### src/hw/hbq_pkg.sv
// package of constants and types for the heartbeat hold-off qualifier
package hbq_pkg;
  // ------------------------------------------------------------
  // register map (word addresses; printed index used as is)
  // ------------------------------------------------------------
  localparam logic [7:0] HBQ_IDX_TIMING = 8'h1E; // timing config index
  localparam logic [7:0] HBQ_IDX_CTRL = 8'h1F; // control index
  localparam logic [7:0] HBQ_IDX_STATUS = 8'h20; // status index
  localparam logic [7:0] HBQ_IDX_MASK = 8'h21; // mask index
  localparam logic [7:0] HBQ_IDX_INTERVAL = 8'h22; // beat interval index
  localparam logic [7:0] HBQ_IDX_AVERAGE = 8'h23; // running average index
  // ------------------------------------------------------------
  // field positions and reset values
  // ------------------------------------------------------------
  localparam int HBQ_STATIC_HOLDOFF_TICKS_LSB = 16; // static hold-off field low bit
  localparam int HBQ_INTERVAL_AVERAGE_WEIGHT_LSB = 12; // average weight field low bit
  localparam int HBQ_DYNAMIC_HOLDOFF_SCALE_LSB = 8; // dynamic scale field low bit
  localparam logic [5:0] HBQ_STATIC_HOLDOFF_TICKS_RST = 6'h20; // 32 ticks
  localparam logic [1:0] HBQ_INTERVAL_AVERAGE_WEIGHT_RST = 2'h2; // weight 8
  localparam logic [2:0] HBQ_DYNAMIC_HOLDOFF_SCALE_RST = 3'h4; // 4/8
  localparam logic [23:0] HBQ_TIMING_MASK = 24'h3F3700; // writable bits
  localparam int HBQ_IVL_W = 14; // interval width in ticks
  localparam int HBQ_ST_BEAT = 0; // status bit: beat accepted
  // ------------------------------------------------------------
  // timing
  // ------------------------------------------------------------
  localparam int HBQ_CLK_HZ = 10_000_000; // master clock rate
  localparam int HBQ_TICK_US = 8000; // detector tick, about 8 ms
  localparam int HBQ_TICK_CYC = HBQ_TICK_US * (HBQ_CLK_HZ / 1_000_000); // cycles per tick
  // ------------------------------------------------------------
  // types
  // ------------------------------------------------------------
  typedef struct packed {
    logic [5:0] static_holdoff_ticks; // static hold-off ticks
    logic [1:0] interval_average_weight; // averaging weight code
    logic [2:0] dynamic_holdoff_scale; // dynamic scale code
  } hbq_timing_s;
  typedef enum logic [1:0] {
    HBQ_IDLE = 2'b00, // waiting for detection enable
    HBQ_HOLD = 2'b01, // hold-off interval running
    HBQ_ARMED = 2'b11 // candidates accepted
  } hbq_state_e;
endpackage

### src/hw/hbq_tick_div.sv
// divider making the detector tick enable
`timescale 1ns/1ps
module hbq_tick_div #(
  parameter int TICK_CYC = hbq_pkg::HBQ_TICK_CYC
) (
  input wire logic clk_i, // master clock
  input wire logic nrst_i, // async reset, active low
  input wire logic run_i, // count while high
  output logic tick_o // one-cycle tick pulse
);
  import hbq_pkg::*;
  // ------------------------------------------------------------
  // counter
  // ------------------------------------------------------------
  logic [19:0] cnt_r; // cycles within tick
  localparam logic [19:0] LAST = 20'(TICK_CYC - 1); // last count
  // count and pulse at the wrap
  always_ff @(posedge clk_i or negedge nrst_i) begin
    if (!nrst_i) begin
      cnt_r <= 20'h00000;
      tick_o <= 1'b0;
    end else if (!run_i) begin
      cnt_r <= 20'h00000;
      tick_o <= 1'b0;
    end else if (cnt_r == LAST) begin
      cnt_r <= 20'h00000;
      tick_o <= 1'b1;
    end else begin
      cnt_r <= cnt_r + 20'h00001;
      tick_o <= 1'b0;
    end
  end
endmodule // hbq_tick_div

### src/hw/hbq_top.sv
// heartbeat hold-off qualifier with Avalon-MM register slave
// Contract
// - six-bit static hold-off, reset 32
// - static time equals setting times tick
// - hold-off is max of static, dynamic
// - two-bit weight: 2, 4, 8; reset 8
// - smaller weight tracks newest interval closer
// - dynamic equals average times scale over eight
// - scale zero means static hold-off only
// - runs only when enabled and channel enabled
// - accepted beat updates interval, sets flag
//
// Register access over Avalon-MM was decided locally.
`timescale 1ns/1ps
module hbq_top #(
  parameter int TICK_CYC = hbq_pkg::HBQ_TICK_CYC // cycles per detector tick
) (
  input wire logic clk_i, // 10 MHz master clock
  input wire logic nrst_i, // async reset, active low
  input wire logic [7:0] avs_address_i, // word address
  input wire logic avs_read_i, // read strobe
  input wire logic avs_write_i, // write strobe
  input wire logic [31:0] avs_writedata_i, // write data
  input wire logic [3:0] avs_byteenable_i, // byte enables
  output logic [31:0] avs_readdata_o, // read data
  output logic avs_waitrequest_o, // stall
  input wire logic channel_enable_i, // measurement channel enabled
  input wire logic r_event_i, // candidate R event pulse
  output logic beat_accept_o, // accepted beat pulse
  output logic irq_o // level interrupt
);
  import hbq_pkg::*;
  // ------------------------------------------------------------
  // registers
  // ------------------------------------------------------------
  hbq_timing_s cfg_r; // timing fields
  logic beat_detect_enable_r; // detection enable
  logic [0:0] status_r; // sticky status
  logic [0:0] mask_r; // interrupt mask
  logic [HBQ_IVL_W-1:0] beat_interval_value_r; // last accepted interval
  logic [HBQ_IVL_W+3:0] avg_r; // running average, 4 fraction bits
  logic [HBQ_IVL_W-1:0] elapsed_r; // ticks since last beat
  logic [HBQ_IVL_W-1:0] holdoff_r; // effective hold-off ticks
  hbq_state_e state_r; // qualifier state
  logic ack_r; // access answered
  logic tick; // detector tick enable
  logic run; // detection running
  logic wr_hit; // write taken this cycle
  logic accept; // candidate accepted
  logic [31:0] wmask; // byte lanes as bit mask

  // byte enables to a bit mask
  function automatic logic [31:0] lane_mask(input logic [3:0] be);
    lane_mask = {{8{be[3]}}, {8{be[2]}}, {8{be[1]}}, {8{be[0]}}};
  endfunction

  // index match for the current access
  function automatic logic hit(input logic [7:0] a, input logic [7:0] idx);
    hit = (a == idx);
  endfunction

  assign run = beat_detect_enable_r & channel_enable_i;
  assign wmask = lane_mask(avs_byteenable_i);
  assign wr_hit = avs_write_i & ack_r;

  // ------------------------------------------------------------
  // tick divider
  // ------------------------------------------------------------
  hbq_tick_div #(
    .TICK_CYC(TICK_CYC)
  ) u_div (
    .clk_i(clk_i),
    .nrst_i(nrst_i),
    .run_i(run),
    .tick_o(tick)
  );

  // ------------------------------------------------------------
  // bus handshake: one wait cycle, answer on the second
  // ------------------------------------------------------------
  // waitrequest low one cycle after a request appears; kept as a flop of its own
  always_ff @(posedge clk_i or negedge nrst_i) begin
    if (!nrst_i) begin
      ack_r <= 1'b0;
      avs_waitrequest_o <= 1'b1;
    end else begin
      ack_r <= (avs_read_i | avs_write_i) & ~ack_r;
      avs_waitrequest_o <= ~((avs_read_i | avs_write_i) & ~ack_r);
    end
  end

  // read data mux, registered when the access starts
  always_ff @(posedge clk_i or negedge nrst_i) begin
    if (!nrst_i) begin
      avs_readdata_o <= 32'h00000000;
    end else if (avs_read_i & ~ack_r) begin
      if (hit(avs_address_i, HBQ_IDX_TIMING)) begin
        avs_readdata_o <= {10'h000, cfg_r.static_holdoff_ticks, 2'h0, cfg_r.interval_average_weight, 1'b0, cfg_r.dynamic_holdoff_scale, 8'h00};
      end else if (hit(avs_address_i, HBQ_IDX_CTRL)) begin
        avs_readdata_o <= {31'h00000000, beat_detect_enable_r};
      end else if (hit(avs_address_i, HBQ_IDX_STATUS)) begin
        avs_readdata_o <= {31'h00000000, status_r};
      end else if (hit(avs_address_i, HBQ_IDX_MASK)) begin
        avs_readdata_o <= {31'h00000000, mask_r};
      end else if (hit(avs_address_i, HBQ_IDX_INTERVAL)) begin
        // left justified in 24 bits
        avs_readdata_o <= {8'h00, beat_interval_value_r, 10'h000};
      end else if (hit(avs_address_i, HBQ_IDX_AVERAGE)) begin
        avs_readdata_o <= {18'h00000, avg_r[HBQ_IVL_W+3:4]};
      end else begin
        // unmapped reads return zero
        avs_readdata_o <= 32'h00000000;
      end
    end
  end

  // ------------------------------------------------------------
  // configuration writes
  // ------------------------------------------------------------
  // timing register with its reset values
  always_ff @(posedge clk_i or negedge nrst_i) begin
    if (!nrst_i) begin
      cfg_r.static_holdoff_ticks <= HBQ_STATIC_HOLDOFF_TICKS_RST;
      cfg_r.interval_average_weight <= HBQ_INTERVAL_AVERAGE_WEIGHT_RST;
      cfg_r.dynamic_holdoff_scale <= HBQ_DYNAMIC_HOLDOFF_SCALE_RST;
    end else if (wr_hit && hit(avs_address_i, HBQ_IDX_TIMING)) begin
      if (avs_byteenable_i[2]) begin
        cfg_r.static_holdoff_ticks <= avs_writedata_i[HBQ_STATIC_HOLDOFF_TICKS_LSB +: 6];
      end
      if (avs_byteenable_i[1]) begin
        // code 11 is not defined; map it to the default weight
        cfg_r.interval_average_weight <= (avs_writedata_i[HBQ_INTERVAL_AVERAGE_WEIGHT_LSB +: 2] == 2'h3) ? HBQ_INTERVAL_AVERAGE_WEIGHT_RST :
                      avs_writedata_i[HBQ_INTERVAL_AVERAGE_WEIGHT_LSB +: 2];
        cfg_r.dynamic_holdoff_scale <= avs_writedata_i[HBQ_DYNAMIC_HOLDOFF_SCALE_LSB +: 3];
      end
    end
  end

  // control and mask registers
  always_ff @(posedge clk_i or negedge nrst_i) begin
    if (!nrst_i) begin
      beat_detect_enable_r <= 1'b0;
      mask_r <= 1'b0;
    end else if (wr_hit && avs_byteenable_i[0]) begin
      if (hit(avs_address_i, HBQ_IDX_CTRL)) begin
        beat_detect_enable_r <= avs_writedata_i[0];
      end
      if (hit(avs_address_i, HBQ_IDX_MASK)) begin
        mask_r <= avs_writedata_i[0];
      end
    end
  end

  // ------------------------------------------------------------
  // hold-off computation
  // ------------------------------------------------------------
  // effective hold-off in ticks from static and dynamic parts
  always_ff @(posedge clk_i or negedge nrst_i) begin
    logic [HBQ_IVL_W+6:0] prod; // average times scale, 7 fraction bits
    logic [HBQ_IVL_W-1:0] dyn; // dynamic hold-off ticks
    logic [HBQ_IVL_W-1:0] stat; // static hold-off ticks
    if (!nrst_i) begin
      holdoff_r <= {8'h00, HBQ_STATIC_HOLDOFF_TICKS_RST};
    end else begin
      prod = 21'(avg_r) * 21'(cfg_r.dynamic_holdoff_scale);
      dyn = prod[HBQ_IVL_W+6:7]; // divide by eight and drop fraction
      stat = {8'h00, cfg_r.static_holdoff_ticks};
      if (cfg_r.dynamic_holdoff_scale == 3'h0) begin
        holdoff_r <= stat;
      end else begin
        holdoff_r <= (dyn > stat) ? dyn : stat;
      end
    end
  end

  // ------------------------------------------------------------
  // qualifier state machine
  // ------------------------------------------------------------
  // candidate accepted only when armed; early ones are dropped
  assign accept = run & r_event_i & (state_r == HBQ_ARMED);

  // state and elapsed tick counter
  always_ff @(posedge clk_i or negedge nrst_i) begin
    if (!nrst_i) begin
      state_r <= HBQ_IDLE;
      elapsed_r <= 14'h0000;
    end else if (!run) begin
      state_r <= HBQ_IDLE;
      elapsed_r <= 14'h0000;
    end else begin
      case (state_r)
        HBQ_IDLE: begin
          state_r <= HBQ_HOLD;
          elapsed_r <= 14'h0000;
        end
        HBQ_HOLD: begin
          if (tick) begin
            elapsed_r <= elapsed_r + 14'h0001; // rolls over at overflow
          end
          if (elapsed_r >= holdoff_r) begin
            state_r <= HBQ_ARMED;
          end
        end
        HBQ_ARMED: begin
          if (accept) begin
            state_r <= HBQ_HOLD;
            elapsed_r <= 14'h0000;
          end else if (tick) begin
            elapsed_r <= elapsed_r + 14'h0001;
          end
        end
        default: begin
          state_r <= HBQ_IDLE;
        end
      endcase
    end
  end

  // interval capture and running average
  always_ff @(posedge clk_i or negedge nrst_i) begin
    logic [HBQ_IVL_W+3:0] cur; // newest interval, 4 fraction bits
    if (!nrst_i) begin
      beat_interval_value_r <= 14'h0000;
      avg_r <= 18'h00000;
    end else if (accept) begin
      cur = {elapsed_r, 4'h0};
      beat_interval_value_r <= elapsed_r;
      // avg += (cur - avg) / weight; shift 1, 2 or 3
      if (cur >= avg_r) begin
        avg_r <= avg_r + ((cur - avg_r) >> (cfg_r.interval_average_weight + 2'h1));
      end else begin
        avg_r <= avg_r - ((avg_r - cur) >> (cfg_r.interval_average_weight + 2'h1));
      end
    end
  end

  // ------------------------------------------------------------
  // status, interrupt, beat pulse
  // ------------------------------------------------------------
  // sticky flag; a set wins over a write-one clear
  always_ff @(posedge clk_i or negedge nrst_i) begin
    if (!nrst_i) begin
      status_r <= 1'b0;
      irq_o <= 1'b0;
      beat_accept_o <= 1'b0;
    end else begin
      if (accept) begin
        status_r[HBQ_ST_BEAT] <= 1'b1;
      end else if (wr_hit && hit(avs_address_i, HBQ_IDX_STATUS) &&
                   (avs_writedata_i[0] & wmask[0])) begin
        status_r[HBQ_ST_BEAT] <= 1'b0;
      end
      irq_o <= |((status_r | {accept}) & mask_r);
      beat_accept_o <= accept;
    end
  end

  // ------------------------------------------------------------
  // checks
  // ------------------------------------------------------------
  property p_static_holdoff_ticks_reset;
    @(posedge clk_i) $rose(nrst_i) |-> (cfg_r.static_holdoff_ticks == 6'h20 && cfg_r.interval_average_weight == 2'h2);
  endproperty
  a_static_holdoff_ticks_reset: assert property (p_static_holdoff_ticks_reset) else $error("timing reset wrong");

  property p_static_floor;
    @(posedge clk_i) disable iff (!nrst_i) accept |-> elapsed_r >= {8'h00, cfg_r.static_holdoff_ticks};
  endproperty
  a_static_floor: assert property (p_static_floor) else $error("beat before static hold-off");

  property p_max_rule;
    @(posedge clk_i) disable iff (!nrst_i)
      ##1 (holdoff_r >= {8'h00, $past(cfg_r.static_holdoff_ticks)});
  endproperty
  a_max_rule: assert property (p_max_rule) else $error("hold-off below static part");

  property p_weight_legal;
    @(posedge clk_i) disable iff (!nrst_i) cfg_r.interval_average_weight != 2'h3;
  endproperty
  a_weight_legal: assert property (p_weight_legal) else $error("illegal weight code");

  property p_avg_move;
    @(posedge clk_i) disable iff (!nrst_i)
      (accept && {elapsed_r, 4'h0} > avg_r + 18'h00010) |=> avg_r > $past(avg_r);
  endproperty
  a_avg_move: assert property (p_avg_move) else $error("average did not follow");

  property p_static_only;
    @(posedge clk_i) disable iff (!nrst_i)
      (cfg_r.dynamic_holdoff_scale == 3'h0) [*2] |-> holdoff_r == {8'h00, $past(cfg_r.static_holdoff_ticks)};
  endproperty
  a_static_only: assert property (p_static_only) else $error("dynamic used at scale zero");

  property p_disabled;
    @(posedge clk_i) disable iff (!nrst_i) !run |-> !accept ##1 state_r == HBQ_IDLE;
  endproperty
  a_disabled: assert property (p_disabled) else $error("active while disabled");

  property p_flag_set;
    @(posedge clk_i) disable iff (!nrst_i)
      accept |=> status_r[0] && beat_interval_value_r == $past(elapsed_r) && beat_accept_o;
  endproperty
  a_flag_set: assert property (p_flag_set) else $error("accepted beat not recorded");

  property p_early_ignored;
    @(posedge clk_i) disable iff (!nrst_i)
      (r_event_i && state_r == HBQ_HOLD) |=> $stable(beat_interval_value_r) && $stable(avg_r);
  endproperty
  a_early_ignored: assert property (p_early_ignored) else $error("early candidate taken");
endmodule // hbq_top

### config.mk
export PLATFORM = sky130hd
export DESIGN_NAME = hbq_top
export DESIGN_NICKNAME = d
export VERILOG_FILES = /design/src/hw/hbq_pkg.sv /design/src/hw/hbq_tick_div.sv /design/src/hw/hbq_top.sv
export SDC_FILE = /design/constraint.sdc
export NUM_CORES = 1
export LEC_CHECK = 0
export ABC_AREA = 1
export BUFFER_PORTS_ARGS = -buffer_cell sky130_fd_sc_hd__buf_2
export CORE_ASPECT_RATIO = 0.75
export CORE_UTILIZATION = 44
export CTS_CLUSTER_SIZE = 40
export DETAILED_ROUTE_END_ITERATION = 16
export SLEW_MARGIN = 15
export SYNTH_ARGS = -nofsm -noshare
export SYNTH_HDL_FRONTEND = slang
export SYNTH_SLANG_ARGS = --single-unit
### constraint.sdc
create_clock -name clk_i -period 4.26 [get_ports clk_i]
set_input_delay 0.639 -clock clk_i [delete_from_list [all_inputs] [get_ports clk_i]]
set_output_delay 0.639 -clock clk_i [all_outputs]
set_load 0.03 [all_outputs]
After elaboration in Yosys (flattened, before gate mapping)
Cells that the tools add are included.

Register bits: 133. Input bits: 50.

Reductions and logical operators: 12. $add $sub $neg: 7. $lt $le $gt $ge: 3. Bitwise logic cells: 12. Mux-type cells: 24. Shift-type cells: 2. Equality and inequality tests: 13. Multiply operators: 1.

Operators with widths (count): 2-to-1 mux 24 bit (5); 2-to-1 mux 14 bit (6); subtractor 18 bit (3); case mux 14 bit (3 select lines) (1); 2-to-1 mux 20 bit (2); >> shifter 18 x 2 -> 18 bit (2); == test 8 x 6 -> 1 bit (second input constant) (4); multiplier 18 x 3 -> 21 bit (1); adder 20 x 1 -> 20 bit (second input constant) (1); == test 20 x 17 -> 1 bit (second input constant) (1); adder 18 bit (1); >= comparator 18 bit (1); 2-to-1 mux 18 bit (1); == test 8 x 5 -> 1 bit (second input constant) (2); adder 14 x 1 -> 14 bit (second input constant) (1); >= comparator 14 bit (1); > comparator 14 x 6 -> 1 bit (1); AND reduction 2 bit (5); AND 1 bit (8); 2-to-1 mux 2 bit (4); != test 3 bit (second input constant) (2); case mux 2 bit (3 select lines) (1); == test 2 bit (second input constant) (2); logical AND 1 bit (4); 9 further kinds (14).

Longest topological paths before layout
Gate-level depths: netlist (run 1).

Depth in word-level cells: 7. Mapped depth: 34.

Cells and area by module
From an unflattened synthesis (run 1), not the netlist that was laid out.

Cells, all modules: 1686. Area total of the unflattened synthesis: 11347.1 sq um.

Modules (own cells, without submodules): hbq_top (instances 1, seq. area each 2608.8 sq um, cells an instance 1522, area each 10114.7 sq um); hbq_tick_div (instances 1, seq. area each 525.5 sq um, cells an instance 164, area each 1232.4 sq um).

Least setup slack after synthesis (run 1)
OpenSTA, ideal clock, no wires.

Path kind: reg2reg. Start: reg avg_r[4]. End: reg avg_r[17]. Data arrival time: 4.179 ns. Path slack: -0.037 ns. Data required time: 4.143 ns. Cell stages (with the launch flop): 29. Path through: dfrtp_1 > inv_1 > ha_1 > inv_1 > fa_1 > o21ai_0 > nand2_2 > o21ai_2 > nand3_1 > nand3b_1 > nor3_2 > nand2_1 > nor2_2 > nand2_2 > nor2_2 > xor2_1 > a21oi_1 > ha_1 > nand2_1 > inv_1 > a221o_1 > a31oi_1 > nand2_1 > a21oi_1 > inv_1 > nand3_1 > nand3_1 > nand2_1 > nand2_1.

Longest elaborated chain between the ends: 4. Elaborated cells on any way between the ends: 8.

Ends and longest elaborated chain: from (decl) (line hbq_top.sv:41) `logic [HBQ_IVL_W+3:0] avg_r;`; from (signal assigned) (line hbq_top.sv:230) `avg_r <= avg_r + ((cur - avg_r) >> (cfg_r.interval_average_weight + 2'h1));`; from (signal assigned) (line hbq_top.sv:232) `avg_r <= avg_r - ((avg_r - cur) >> (cfg_r.interval_average_weight + 2'h1));`; subtractor 18 bit, on equally long branches (line hbq_top.sv:232, hbq_top.sv:230); >> shifter 18 x 2 -> 18 bit, on equally long branches (line hbq_top.sv:232, hbq_top.sv:230); subtractor 18 bit or adder 18 bit (tied branches) (line hbq_top.sv:232, hbq_top.sv:230); 2-to-1 mux 18 bit (*) (line hbq_top.sv:229) `if (cur >= avg_r) begin`.

Every way passes the cells marked *; elsewhere a longest branch is shown, timed or not. A chain may end at the register's enable or synchronous reset.

Worst setup path after layout (run 1)
Same ends and word-level chain as after synthesis.

==> results.md, run 1 <==
* Worst r2r dst: avg_r[17]
* Startpoint Class: flip-flop
* I/O Pins at 85
* Worst Setup EP: avg_r[17]
* Reg-to-reg setup timing slack at -0.13 ns
* DRT Wirelength at 34400 microns
* Clock Skew at 0.0105 ns
* Worst setup EP type: flip-flop
* CTS Buf Count at 17
* Critical Path Fanout Max at 3
* All-Layer GR Usage at 0.278
* Status: finished with violations
* Synth Register Bits at 125
* Synth cell types at 54
* Htree depth at 4
* Total gr overflow at 0
* Leak pwr at 0.00736 uW
* Share of cells above drive strength 1 at 0.250
* CTS Sinks at 125
* Post-synth EDFFs at 0
* Count of max-cap constraint violations at 0
* Maximum VDD drop at 0.287 mV
* DR iter-0 viols at 759
* Area growth, synth to finish at 32.3%
* GPL Wtd Cong at 0.959
* Antenna-violating nets left at 0
* Critical Path Most Common Cell: buf_4
* Largest net degree at the start of global routing at 81
* Fin. max-slew vios at 0
* Most area-hungry cell type in the Yosys netlist: dfrtp_1
* Hold WC Path Type: in -> async
* Root buffer cell: clkbuf_16
* Synth warn at 0
* Flip-flop and latch area at 3140 sq um
* FP Rows at 49
* DR WL/cell at 15.8 microns
* DR DRC count at 0
* CTS Buffer Depth at 2
* Area of the multi-input gates at 7160 sq um
* Reg2Reg Depth at 33
* Die area at 25200 sq um
* Max incr delay on CP at 0.39 ns
* Mapped Area at 10800 sq um
* Die width at 183 microns
* CP Class: reg -> reg
* First-pass GRT wire length at 54100 microns
* DRT Pass-1 Iters at 5
* Core Util, Final at 0.595
* Chip height at 138 microns
* Dpl cell area at 12800 sq um
* Period minus WS final at 4.39 ns
* Failing checks: setup timing
* Cell count after synthesis at 1567
* Final WS setup at -0.134 ns
* Share of the synthesized area in the top cell type at 0.278
* R2r startpoint: avg_r[4]
* Seq/Total Area, Yosys at 0.290
* Vias in the first global route at 10.1k
* Hold Fails Final Rpt at 0
* Initial Util at 0.450
* Slowest CP cell: dfrtp_1
* Detailed Place HPWL at 27300 microns
* Critical Path RT at 4.58 ns
* CP Data Arrival Time at 4.72 ns
* Max-slew headroom at 0.318
* Setup_tns at -0.134 ns
* FFs w/ async S/R, synth at 1.00
* Initial antenna violation count at 0
* CTS tree: yes
* Vias per cell at 5.14
* Highest clock rate at 228 MHz
* Ant. Diodes at 0
* Later-pin clock latency in the skew report at 0.43 ns
* Core area at 24000 sq um
* Final Cycle Share at 1.03
* Pwr dens at 226 nW/um^2
* Main synth FF type: dfrtp_1
* Port Buffers at 55
* Fillers at 2267
* DR vias at 11.2k
* Nets@finish at 1985
* Design area at 14300 sq um
* Area contributors post-synth: dfrtp_1 (28%), nand2_1 (14%), ha_1 (10%), inv_1 (8.1%), nand3_1 (5.4%)
* Setup crit start: avg_r[4]
* Slew at the pin closest to its max-slew limit at 1.02 ns
* Register clock-pin slew on the reported worst setup and hold paths at 0.06 ns
* RSZ-0062 raised after global routing: yes
* Final Setup Violations at 1
* Syn avg cell area at 6.90 sq um
-- cells by family (layout without fill, tap and decap cells) --
kind of cell / after synthesis / count (layout) / synth area share
and+or+nand+nor: 717 / 717 / 0.280
muxes: 6 / 6 / 0.00590
AOI/OAI and AO/OA: 277 / 277 / 0.142
other: 1 / 8 / 0.000347
adders and majority gates: 107 / 107 / 0.136
DFF: 125 / 125 / 0.290
buffers and inverters: 284 / 551 / 0.103
xor gates and xnor gates: 50 / 50 / 0.0412
-- how the worst min path moves through the flow --
stage / endpoint / slack (ns) / cells past startpoint
after floorplan: ack_r / 0.34 / 0
after global placement: u_div.cnt_r[0] / 0.46 / 1
after detailed placement: u_div.cnt_r[0] / 0.46 / 1
after CTS: cfg_r[3] / 0.42 / 2
after global routing: cfg_r[3] / 0.43 / 2
final: avs_readdata_o[7] / 0.38 / 1
-- metrics by stage --
step	cells	total power (uW)	hold slack (ns)	worst slack (ns)
after global routing	2172	3340	0.430	-0.371
final	2172	3240	0.381	-0.134
after floorplan	1574	1410	0.343	0.0280
after detailed placement	2108	1560	0.464	-0.355
after global placement	2108	1560	0.457	-0.292
after CTS	2159	3220	0.421	-0.250
-- report_power, final --
| group | switching, uW | internal, uW |
|---|---|---|
| clock | 583 | 1060 |
| combinational | 218 | 160 |
| sequential | 10.2 | 1210 |
| total | 811 | 2420 |
-- state kept, by name (all words and copies together), names as in the netlist, 2 cells and up --
name                   count
state_r                    2
cfg_r                     11
elapsed_r                 14
u_div.cnt_r               20
holdoff_r                 14
avs_readdata_o            24
avg_r                     18
beat_interval_value_r     14
-- critical path: cells and delay by family (launching register included) --
family,cells,cell delay [ns]
AO/OA/AOI/OAI,4,0.60
adder cells (fa/ha/maj),3,0.76
buffers and inverters,14,1.56
flip-flops,1,0.39
AND/OR/NAND/NOR,12,0.97
-- synthesized netlist by cell type (2+ instances only) --
library cell and n:
buf_4 10, o221ai_1 3, nor2_2 3, clkbuf_1 28, ha_1 89, nand2_2 2
buf_2 5, o21a_1 6, nor4_1 8, fa_1 18, mux2_2 3, dfrtp_1 120
o21ai_1 4, mux2i_1 3, a211oi_1 5, o21ai_2 2, nand3_2 2, nand3b_1 4
nor3b_1 4, dfstp_2 5, or2_2 5, nor3_1 25, buf_1 4, nand4_1 20
a21oi_1 104, o21bai_1 6, a221oi_1 3, o211ai_1 8, xnor2_1 19, xor2_1 30
nor3_2 2, a21boi_0 3, nor2_1 115, nand3_1 116, inv_1 234, o21ai_0 111
and2_1 2, nand2_1 407, o31ai_1 3, a31oi_1 12
-- layer usage --
layer	wire length (microns)	up-vias	GRT usage
li1	-	5644	-
met1	17200	5127	0.424
met2	14200	355	0.401
met3	2660	32	0.0537
met4	373	0	0.0560
met5	0	-	0
-- cell type report --
cell class,count,share of cell area
inverter,235,0.0618
clock inverter,12,0.0145
timing repair buffer,284,0.144
clock buffer,20,0.0312
sequential,125,0.219
tap,331,0.0289
multi-input combinational,1165,0.501
-- timing repair --
action | in CTS | in global routing
hold buffers | 0 | 0
pin swaps | 21 | 50
setup buffers | 19 | 15
gates resized for setup | 28 | 123
endpoints found under the setup margin | 8 | 16
-- cell usage in the layout, fill, tap and decap left out, types with 11 or more instances in the layout --
master / synthesis / routed
o21ai_0: 111 / 99
xor2_1: 30 / 24
a21oi_2: 0 / 14
nand3_1: 116 / 101
buf_4: 10 / 222
nand2_1: 407 / 381
inv_1: 234 / 223
nand2_2: 2 / 26
nor2_1: 115 / 109
clkbuf_16: 0 / 17
dfrtp_1: 120 / 118
nand3_2: 2 / 14
fa_1: 18 / 17
ha_1: 89 / 70
a21oi_1: 104 / 90
buf_2: 5 / 54
inv_2: 1 / 11
nor3_1: 25 / 23
xnor2_1: 19 / 15
nand4_1: 20 / 20
Power figures use the tool's default switching activity.
==> run 2: changes to the inputs <==
--- a/config.mk
+++ b/config.mk
@@ -12,4 +12,5 @@
 export CTS_CLUSTER_SIZE = 40
 export DETAILED_ROUTE_END_ITERATION = 16
+export GPL_TIMING_DRIVEN = 0
 export SLEW_MARGIN = 15
 export SYNTH_ARGS = -nofsm -noshare
==> constraint.sdc (replaced) <==
create_clock -name clk_i -period 4.26 [get_ports clk_i]
set_input_delay 0.639 -clock clk_i [delete_from_list [all_inputs] [get_ports clk_i]]
set_output_delay 0.639 -clock clk_i [all_outputs]
set_load 0.01 [all_outputs]
==> results.md, run 2 (synthesis gave the netlist of run 1 again) <==
* Status: finished with violations
* Failing checks: setup timing
* Die width at 183 microns (unchanged)
* Critical Path RT at 4.58 ns (about the same)
* Hold Fails Final Rpt at 0 (unchanged)
* Nets@finish at 1861 (-6.2%)
* DR DRC count at 0 (unchanged)
* Max-slew headroom at 0.374 (+0.0561)
* Worst setup EP type: flip-flop
* Fillers at 2351 (+3.7%)
* Root buffer cell: clkbuf_16
* Pwr dens at 226 nW/um^2 (+0.14%)
* Dpl cells at 1961 (-7.0%)
* Core Util, Final at 0.558 (-0.0374)
* Net switching power at 784 uW (-3.3%)
* Initial antenna violation count at 0 (unchanged)
* Leak pwr at 0.00669 uW (-9.1%)
* Maximum VDD drop at 0.249 mV (-13%)
* Critical Path Fanout Max at 7 (+4)
* Largest register FFs at 24 (unchanged)
* Total gr overflow at 0 (unchanged)
* Count of max-cap constraint violations at 0 (unchanged)
* Detailed Place HPWL at 26800 microns (-2.1%)
* Later-pin clock latency in the skew report at 0.43 ns (about the same)
* Highest clock rate at 221 MHz (-3.1%)
* Clock Skew at 0.00592 ns (-0.00456 ns)
* CP Class: reg -> reg
* Vias per cell at 5.32 (+3.6%)
* Period minus WS final at 4.53 ns (+0.140 ns)
* Routed met1 length at 17000 microns (-1.1%)
* Final Setup Violations at 3 (+2)
* Commonest non-fill, non-tap cell in the layout: nand2_1
* CTS Sinks at 125 (unchanged)
* Vias in the first global route at 9722 (-3.5%)
* Chip height at 138 microns (unchanged)
* WL met2 at 13800 microns (-2.8%)
* Top reg by flops: avs_readdata_o
* Port Buffers at 55 (unchanged)
* Ant. Diodes at 0 (unchanged)
* DR WL/cell at 16.7 microns (+5.7%)
* Register clock-pin slew on the reported worst setup and hold paths at 0.06 ns (about the same)
* Initial Util at 0.450 (unchanged)
* Antenna-violating nets left at 0 (unchanged)
* Final Cycle Share at 1.06 (+0.0330)
* Regs by FF count: avs_readdata_o (24), u_div.cnt_r (20), avg_r (18)
* Max Used Layer: met4
* # hold bufs at CTS at 0 (unchanged)
* Area growth, synth to finish at 24.0%
* Most frequent cells in the layout: nand2_1 (378), inv_1 (223), nor2_1 (104)
* FP Rows at 49 (unchanged)
* Layout Cells excl Fill at 2048 (-5.7%)
* Largest net degree at the start of global routing at 81 (unchanged)
* Htree depth at 4 (unchanged)
* RSZ-0062 raised after global routing: yes
* Hold WC Path Type: in -> async
* DRT Wirelength at 34300 microns (-0.37%)
* Max incr delay on CP at 0.47 ns (+0.08 ns)
* Internal at 2250 uW (-7.1%)
* Startpoint Class: flip-flop
* Dpl cell area at 11600 sq um (-9.8%)
* First-pass GRT wire length at 52100 microns (-3.6%)
* Core area at 24000 sq um (unchanged)
* CP Data Arrival Time at 4.85 ns (+0.13 ns)
* Fin. max-slew vios at 0 (unchanged)
* DRT Pass-1 Iters at 6 (+1)
* Slew at the pin closest to its max-slew limit at 0.935 ns (-0.0877 ns)
* All-Layer GR Usage at 0.273 (-0.00536)
* CTS Buffer Depth at 2 (unchanged)
* Clock share of power at 0.500 (-0.007)
* Power Total at 3040 uW (-6.2%)
* DR vias at 10.9k (-2.3%)
* Sw Share at 0.258 (+0.00772)
* Critical Path Most Common Cell: nand2_1
* Design area at 13400 sq um (-6.3%)
* CTS Buf Count at 17 (unchanged)
* Final WS setup at -0.274 ns (-0.140 ns)
* CTS tree: yes
* Seq pwr share at 0.400 (+0.024)
* DR iter-0 viols at 923 (+22%)
* Routed length on met3 at 3100 microns (+17%)
* Slowest CP cell: fa_2
* Share of cells above drive strength 1 at 0.206 (-0.0437)
* GPL Wtd Cong at 0.978 (+2.0%)
* Logic pwr share at 0.099 (-0.018)
* Die area at 25200 sq um (unchanged)
* I/O Pins at 85 (unchanged)
==> run 2: cell count changes in the layout (fill, tap and decap cells not counted), sizes merged <==
cell and delta:
bufinv -2, clkinvlp +2, inv +2, clkinv +1, clkbuf +18, buf -145
==> run 2: final cells by class <==
cell class | instances | area, sq um | share of cell area
Buffer | 43 | 274 | 0.0204
Multi-Input combinational cell | 1165 | 7260 | 0.541
Clock buffer | 17 | 425 | 0.0317
Tap cell | 331 | 414 | 0.0309
Sequential cell | 125 | 3160 | 0.236
Timing Repair Buffer | 117 | 795 | 0.0593
Inverter | 235 | 893 | 0.0666
Clock inverter | 15 | 185 | 0.0138
==> run 2: repair_timing <==
| action | CTS | global route |
|---|---|---|
| endpoints found under the setup margin | 19 | 16 |
| pin swaps | 23 | 57 |
| buffers inserted | 28 | 35 |
| resized for setup | 80 | 158 |
==> run 2: final timing paths <==
check	startpoint	depth (start not counted)	to	slack (ns)
setup / recovery	avg_r[5]	28	avg_r[17]	-0.27
hold reg to reg	u_div.cnt_r[0]	1	u_div.cnt_r[0]	0.48
setup reg to reg	avg_r[5]	28	avg_r[17]	-0.27
hold / removal	nrst_i	1	avs_readdata_o[3]	0.12
min in group clk_i	avs_writedata_i[12]	2	cfg_r[3]	0.43
max in group asynchronous	nrst_i	2	cfg_r[0]	3.33
==> run 2: through the flow <==
stage / hold slack, ns / TNS (ns) / setup WS [ns]
after detailed placement: 0.462 / -11.02 / -1.08
after CTS: 0.138 / -1.13 / -0.345
after global placement: 0.454 / -10.90 / -1.02
final: 0.125 / -0.504 / -0.274
after floorplan: 0.343 / 0 / 0.0280
after global routing: 0.151 / -1.88 / -0.501
==> run 2: power by group through the flow <==
stage | logic [uW] | registers (uW) | clock network (uW)
detailed placement | 253 | 1240 | 0
floorplan | 150 | 1240 | 0
global placement | 249 | 1240 | 0
finish | 301 | 1220 | 1520
global route | 337 | 1220 | 1580
CTS | 266 | 1220 | 1540
==> run 2: worst max-delay path: cells and delay by family, from the launching register on <==
kind | cells | cell delay, ns
AO/OA/AOI/OAI | 4 | 0.73
XOR/XNOR | 1 | 0.17
adder cells (fa/ha/maj) | 2 | 0.79
buffers and inverters | 5 | 0.52
flip-flops | 1 | 0.45
AND/OR/NAND/NOR | 16 | 1.74
==> run 2: layer usage <==
layer / vias up / track usage
li1: 5376 / -
met1: 5121 / 0.412
met2: 373 / 0.385
met3: 31 / 0.0671
met4: 0 / 0.0597
met5: - / 0
==> run 3: changes to the inputs <==
CELL_PAD_IN_SITES_DETAIL_PLACEMENT = 1   (was not set)
CELL_PAD_IN_SITES_GLOBAL_PLACEMENT = 1   (was not set)
CORE_UTILIZATION = 40   (was 44)
PLACE_DENSITY_LB_ADDON = 0.1   (was not set)
==> results.md, run 3 (synthesis gave the netlist of run 1 again) <==
* Power Total at 3060 uW (+0.71%)
* First-pass GRT wire length at 60900 microns (+17%)
* Hold WC Path Type: in -> async
* RSZ-0062 raised after global routing: yes
* Die area at 27700 sq um (+9.9%)
* Final Setup Violations at 6 (+3)
* Hold slack at 0.202 ns (+0.0769 ns)
* WL met2 at 18000 microns (+30%)
* Fin. max-slew vios at 0 (unchanged)
* Most frequent cells in the layout: nand2_1 (372), inv_1 (223), nor2_1 (105)
* CTS Buf Count at 17 (unchanged)
* Htree depth at 4 (unchanged)
* DRT Pass-1 Iters at 4 (-2)
* Detailed Place HPWL at 30500 microns (+14%)
* Port Buffers at 55 (unchanged)
* Critical Path Fanout Max at 4 (-3)
* CTS tree: yes
* Final Cycle Share at 1.11 (+0.0408)
* CTS Buffer Depth at 2 (unchanged)
* Critical Path Most Common Cell: nand2_2
* Regs by FF count: avs_readdata_o (24), u_div.cnt_r (20), avg_r (18)
* CP bufs+invs at 5 (unchanged)
* Startpoint Class: flip-flop
* Top reg by flops: avs_readdata_o
* Dpl cells at 1974 (+0.66%)
* Clock Skew at 0.00929 ns (+0.00337 ns)
* Core area at 26200 sq um (+9.1%)
* Max Used Layer: met5
* DR DRC count at 0 (unchanged)
* CP Data Arrival Time at 5.03 ns (+0.18 ns)
* Initial Util at 0.412 (-0.0376)
* Register clock-pin slew on the reported worst setup and hold paths at 0.06 ns (about the same)
* Final WS setup at -0.448 ns (-0.174 ns)
* Antenna-violating nets left at 0 (unchanged)
* Hold Fails Final Rpt at 0 (unchanged)
* Slew at the pin closest to its max-slew limit at 1.08 ns (+0.144 ns)
* Largest register FFs at 24 (unchanged)
* Vias in the first global route at 11.0k (+13%)
* Chip height at 144 microns (+4.8%)
* Vias per cell at 5.45 (+2.3%)
* Later-pin clock latency in the skew report at 0.44 ns (about the same)
* Critical Path RT at 4.59 ns (about the same)
* DR vias at 11.3k (+3.5%)
* Root buffer cell: clkbuf_16
* Routed met1 length at 19600 microns (+15%)
* DR iter-0 viols at 734 (-20%)
* Max-slew headroom at 0.278 (-0.0961)
* Failing checks: setup timing
* DRT Wirelength at 41300 microns (+21%)
* FP Rows at 51 (+4.1%)
* Highest clock rate at 212 MHz (-3.7%)
* Maximum VDD drop at 0.268 mV (+7.7%)
* GPL Wtd Cong at 0.917 (-6.2%)
* Slowest CP cell: fa_2
* Status: finished with violations
* DR WL/cell at 19.9 microns (+19%)
* Period minus WS final at 4.71 ns (+0.174 ns)
* Initial antenna violation count at 2 (+2)
* Layout Cells excl Fill at 2072 (+1.2%)
* Count of max-cap constraint violations at 0 (unchanged)
* Largest net degree at the start of global routing at 70 (-14%)
* CP Class: reg -> reg
* CP delay by family, top: simple AND/OR/NAND/NOR gates
* Share of cells above drive strength 1 at 0.225 (+0.0185)
* CTS Sinks at 125 (unchanged)
* Commonest non-fill, non-tap cell in the layout: nand2_1
* Max incr delay on CP at 0.54 ns (+0.07 ns)
* Worst setup EP type: flip-flop
* Routed length on met3 at 3160 microns (+1.8%)
* Total gr overflow at 0 (unchanged)
* I/O Pins at 85 (unchanged)
* Nets@finish at 1871 (+0.54%)
* Area growth, synth to finish at 26.5%
* All-Layer GR Usage at 0.293 (+0.0202)
* Pwr dens at 224 nW/um^2 (-1.3%)
* Leak pwr at 0.00681 uW (+1.9%)
* Die width at 192 microns (+4.8%)
-- run 3: cell types whose count changed in the layout (fill, tap and decap cells not counted), moves of 4 or more --
| cell | delta |
|---|---|
| buf_4 | +10 |
| a21oi_1 | -7 |
| a21oi_2 | +6 |
| nand2_1 | -6 |
| nand2_4 | +4 |
| o21ai_0 | -4 |
-- run 3: what timing repair did --
item / CTS / global route
hold buffers: 0 / 0
setup buffers: 44 / 34
pin swaps: 29 / 68
setup endpoints to repair: 19 / 16
resized for setup: 106 / 175
-- run 3: area by class of cell --
cell class | count | area (sq um)
fill | 3302 | 12500
clock inverter | 14 | 158
clock buffer | 18 | 439
tap | 344 | 430
multi-input combinational | 1165 | 7470
timing repair buffer | 126 | 866
inverter | 235 | 895
buffer | 44 | 263
antenna | 1 | 2.50
sequential | 125 | 3160
-- run 3: path summary, 6_finish.rpt --
path / start / cells after the start / slack (ns) / endpoint
max in group asynchronous: nrst_i / 2 / 3.26 / cfg_r[4]
worst max-delay path: avg_r[4] / 28 / -0.45 / avg_r[17]
worst min-delay path: nrst_i / 1 / 0.20 / avs_readdata_o[2]
min in group clk_i: avs_writedata_i[12] / 2 / 0.43 / cfg_r[3]
worst min register to register: u_div.cnt_r[0] / 1 / 0.46 / u_div.cnt_r[0]
worst max register to register: avg_r[4] / 28 / -0.45 / avg_r[17]
-- run 3: report_power, final --
part           switching, uW  internal, uW
Clock                    609           887
Combinational            216           131
Sequential              9.37          1210
-- run 3: layer usage --
layer  global-route usage  vias to the layer above
met1                0.416                     5614
li1                     -                     5360
met3               0.0978                       44
met4               0.0530                        2
met5                    0                        -
met2                0.430                      266
-- run 3: through the flow --
| step | area [sq um] | setup WS, ns | setup TNS, ns | util |
|---|---|---|---|---|
| after floorplan | 10800 | 0.0280 | 0 | - |
| after global placement | 11500 | -1.09 | -12.17 | 0.440 |
| after detailed placement | 11600 | -1.22 | -13.38 | 0.441 |
| after CTS | 12800 | -0.450 | -1.83 | 0.489 |
| after global routing | 13700 | -0.613 | -2.78 | 0.521 |
| final | 13700 | -0.448 | -1.01 | 0.522 |
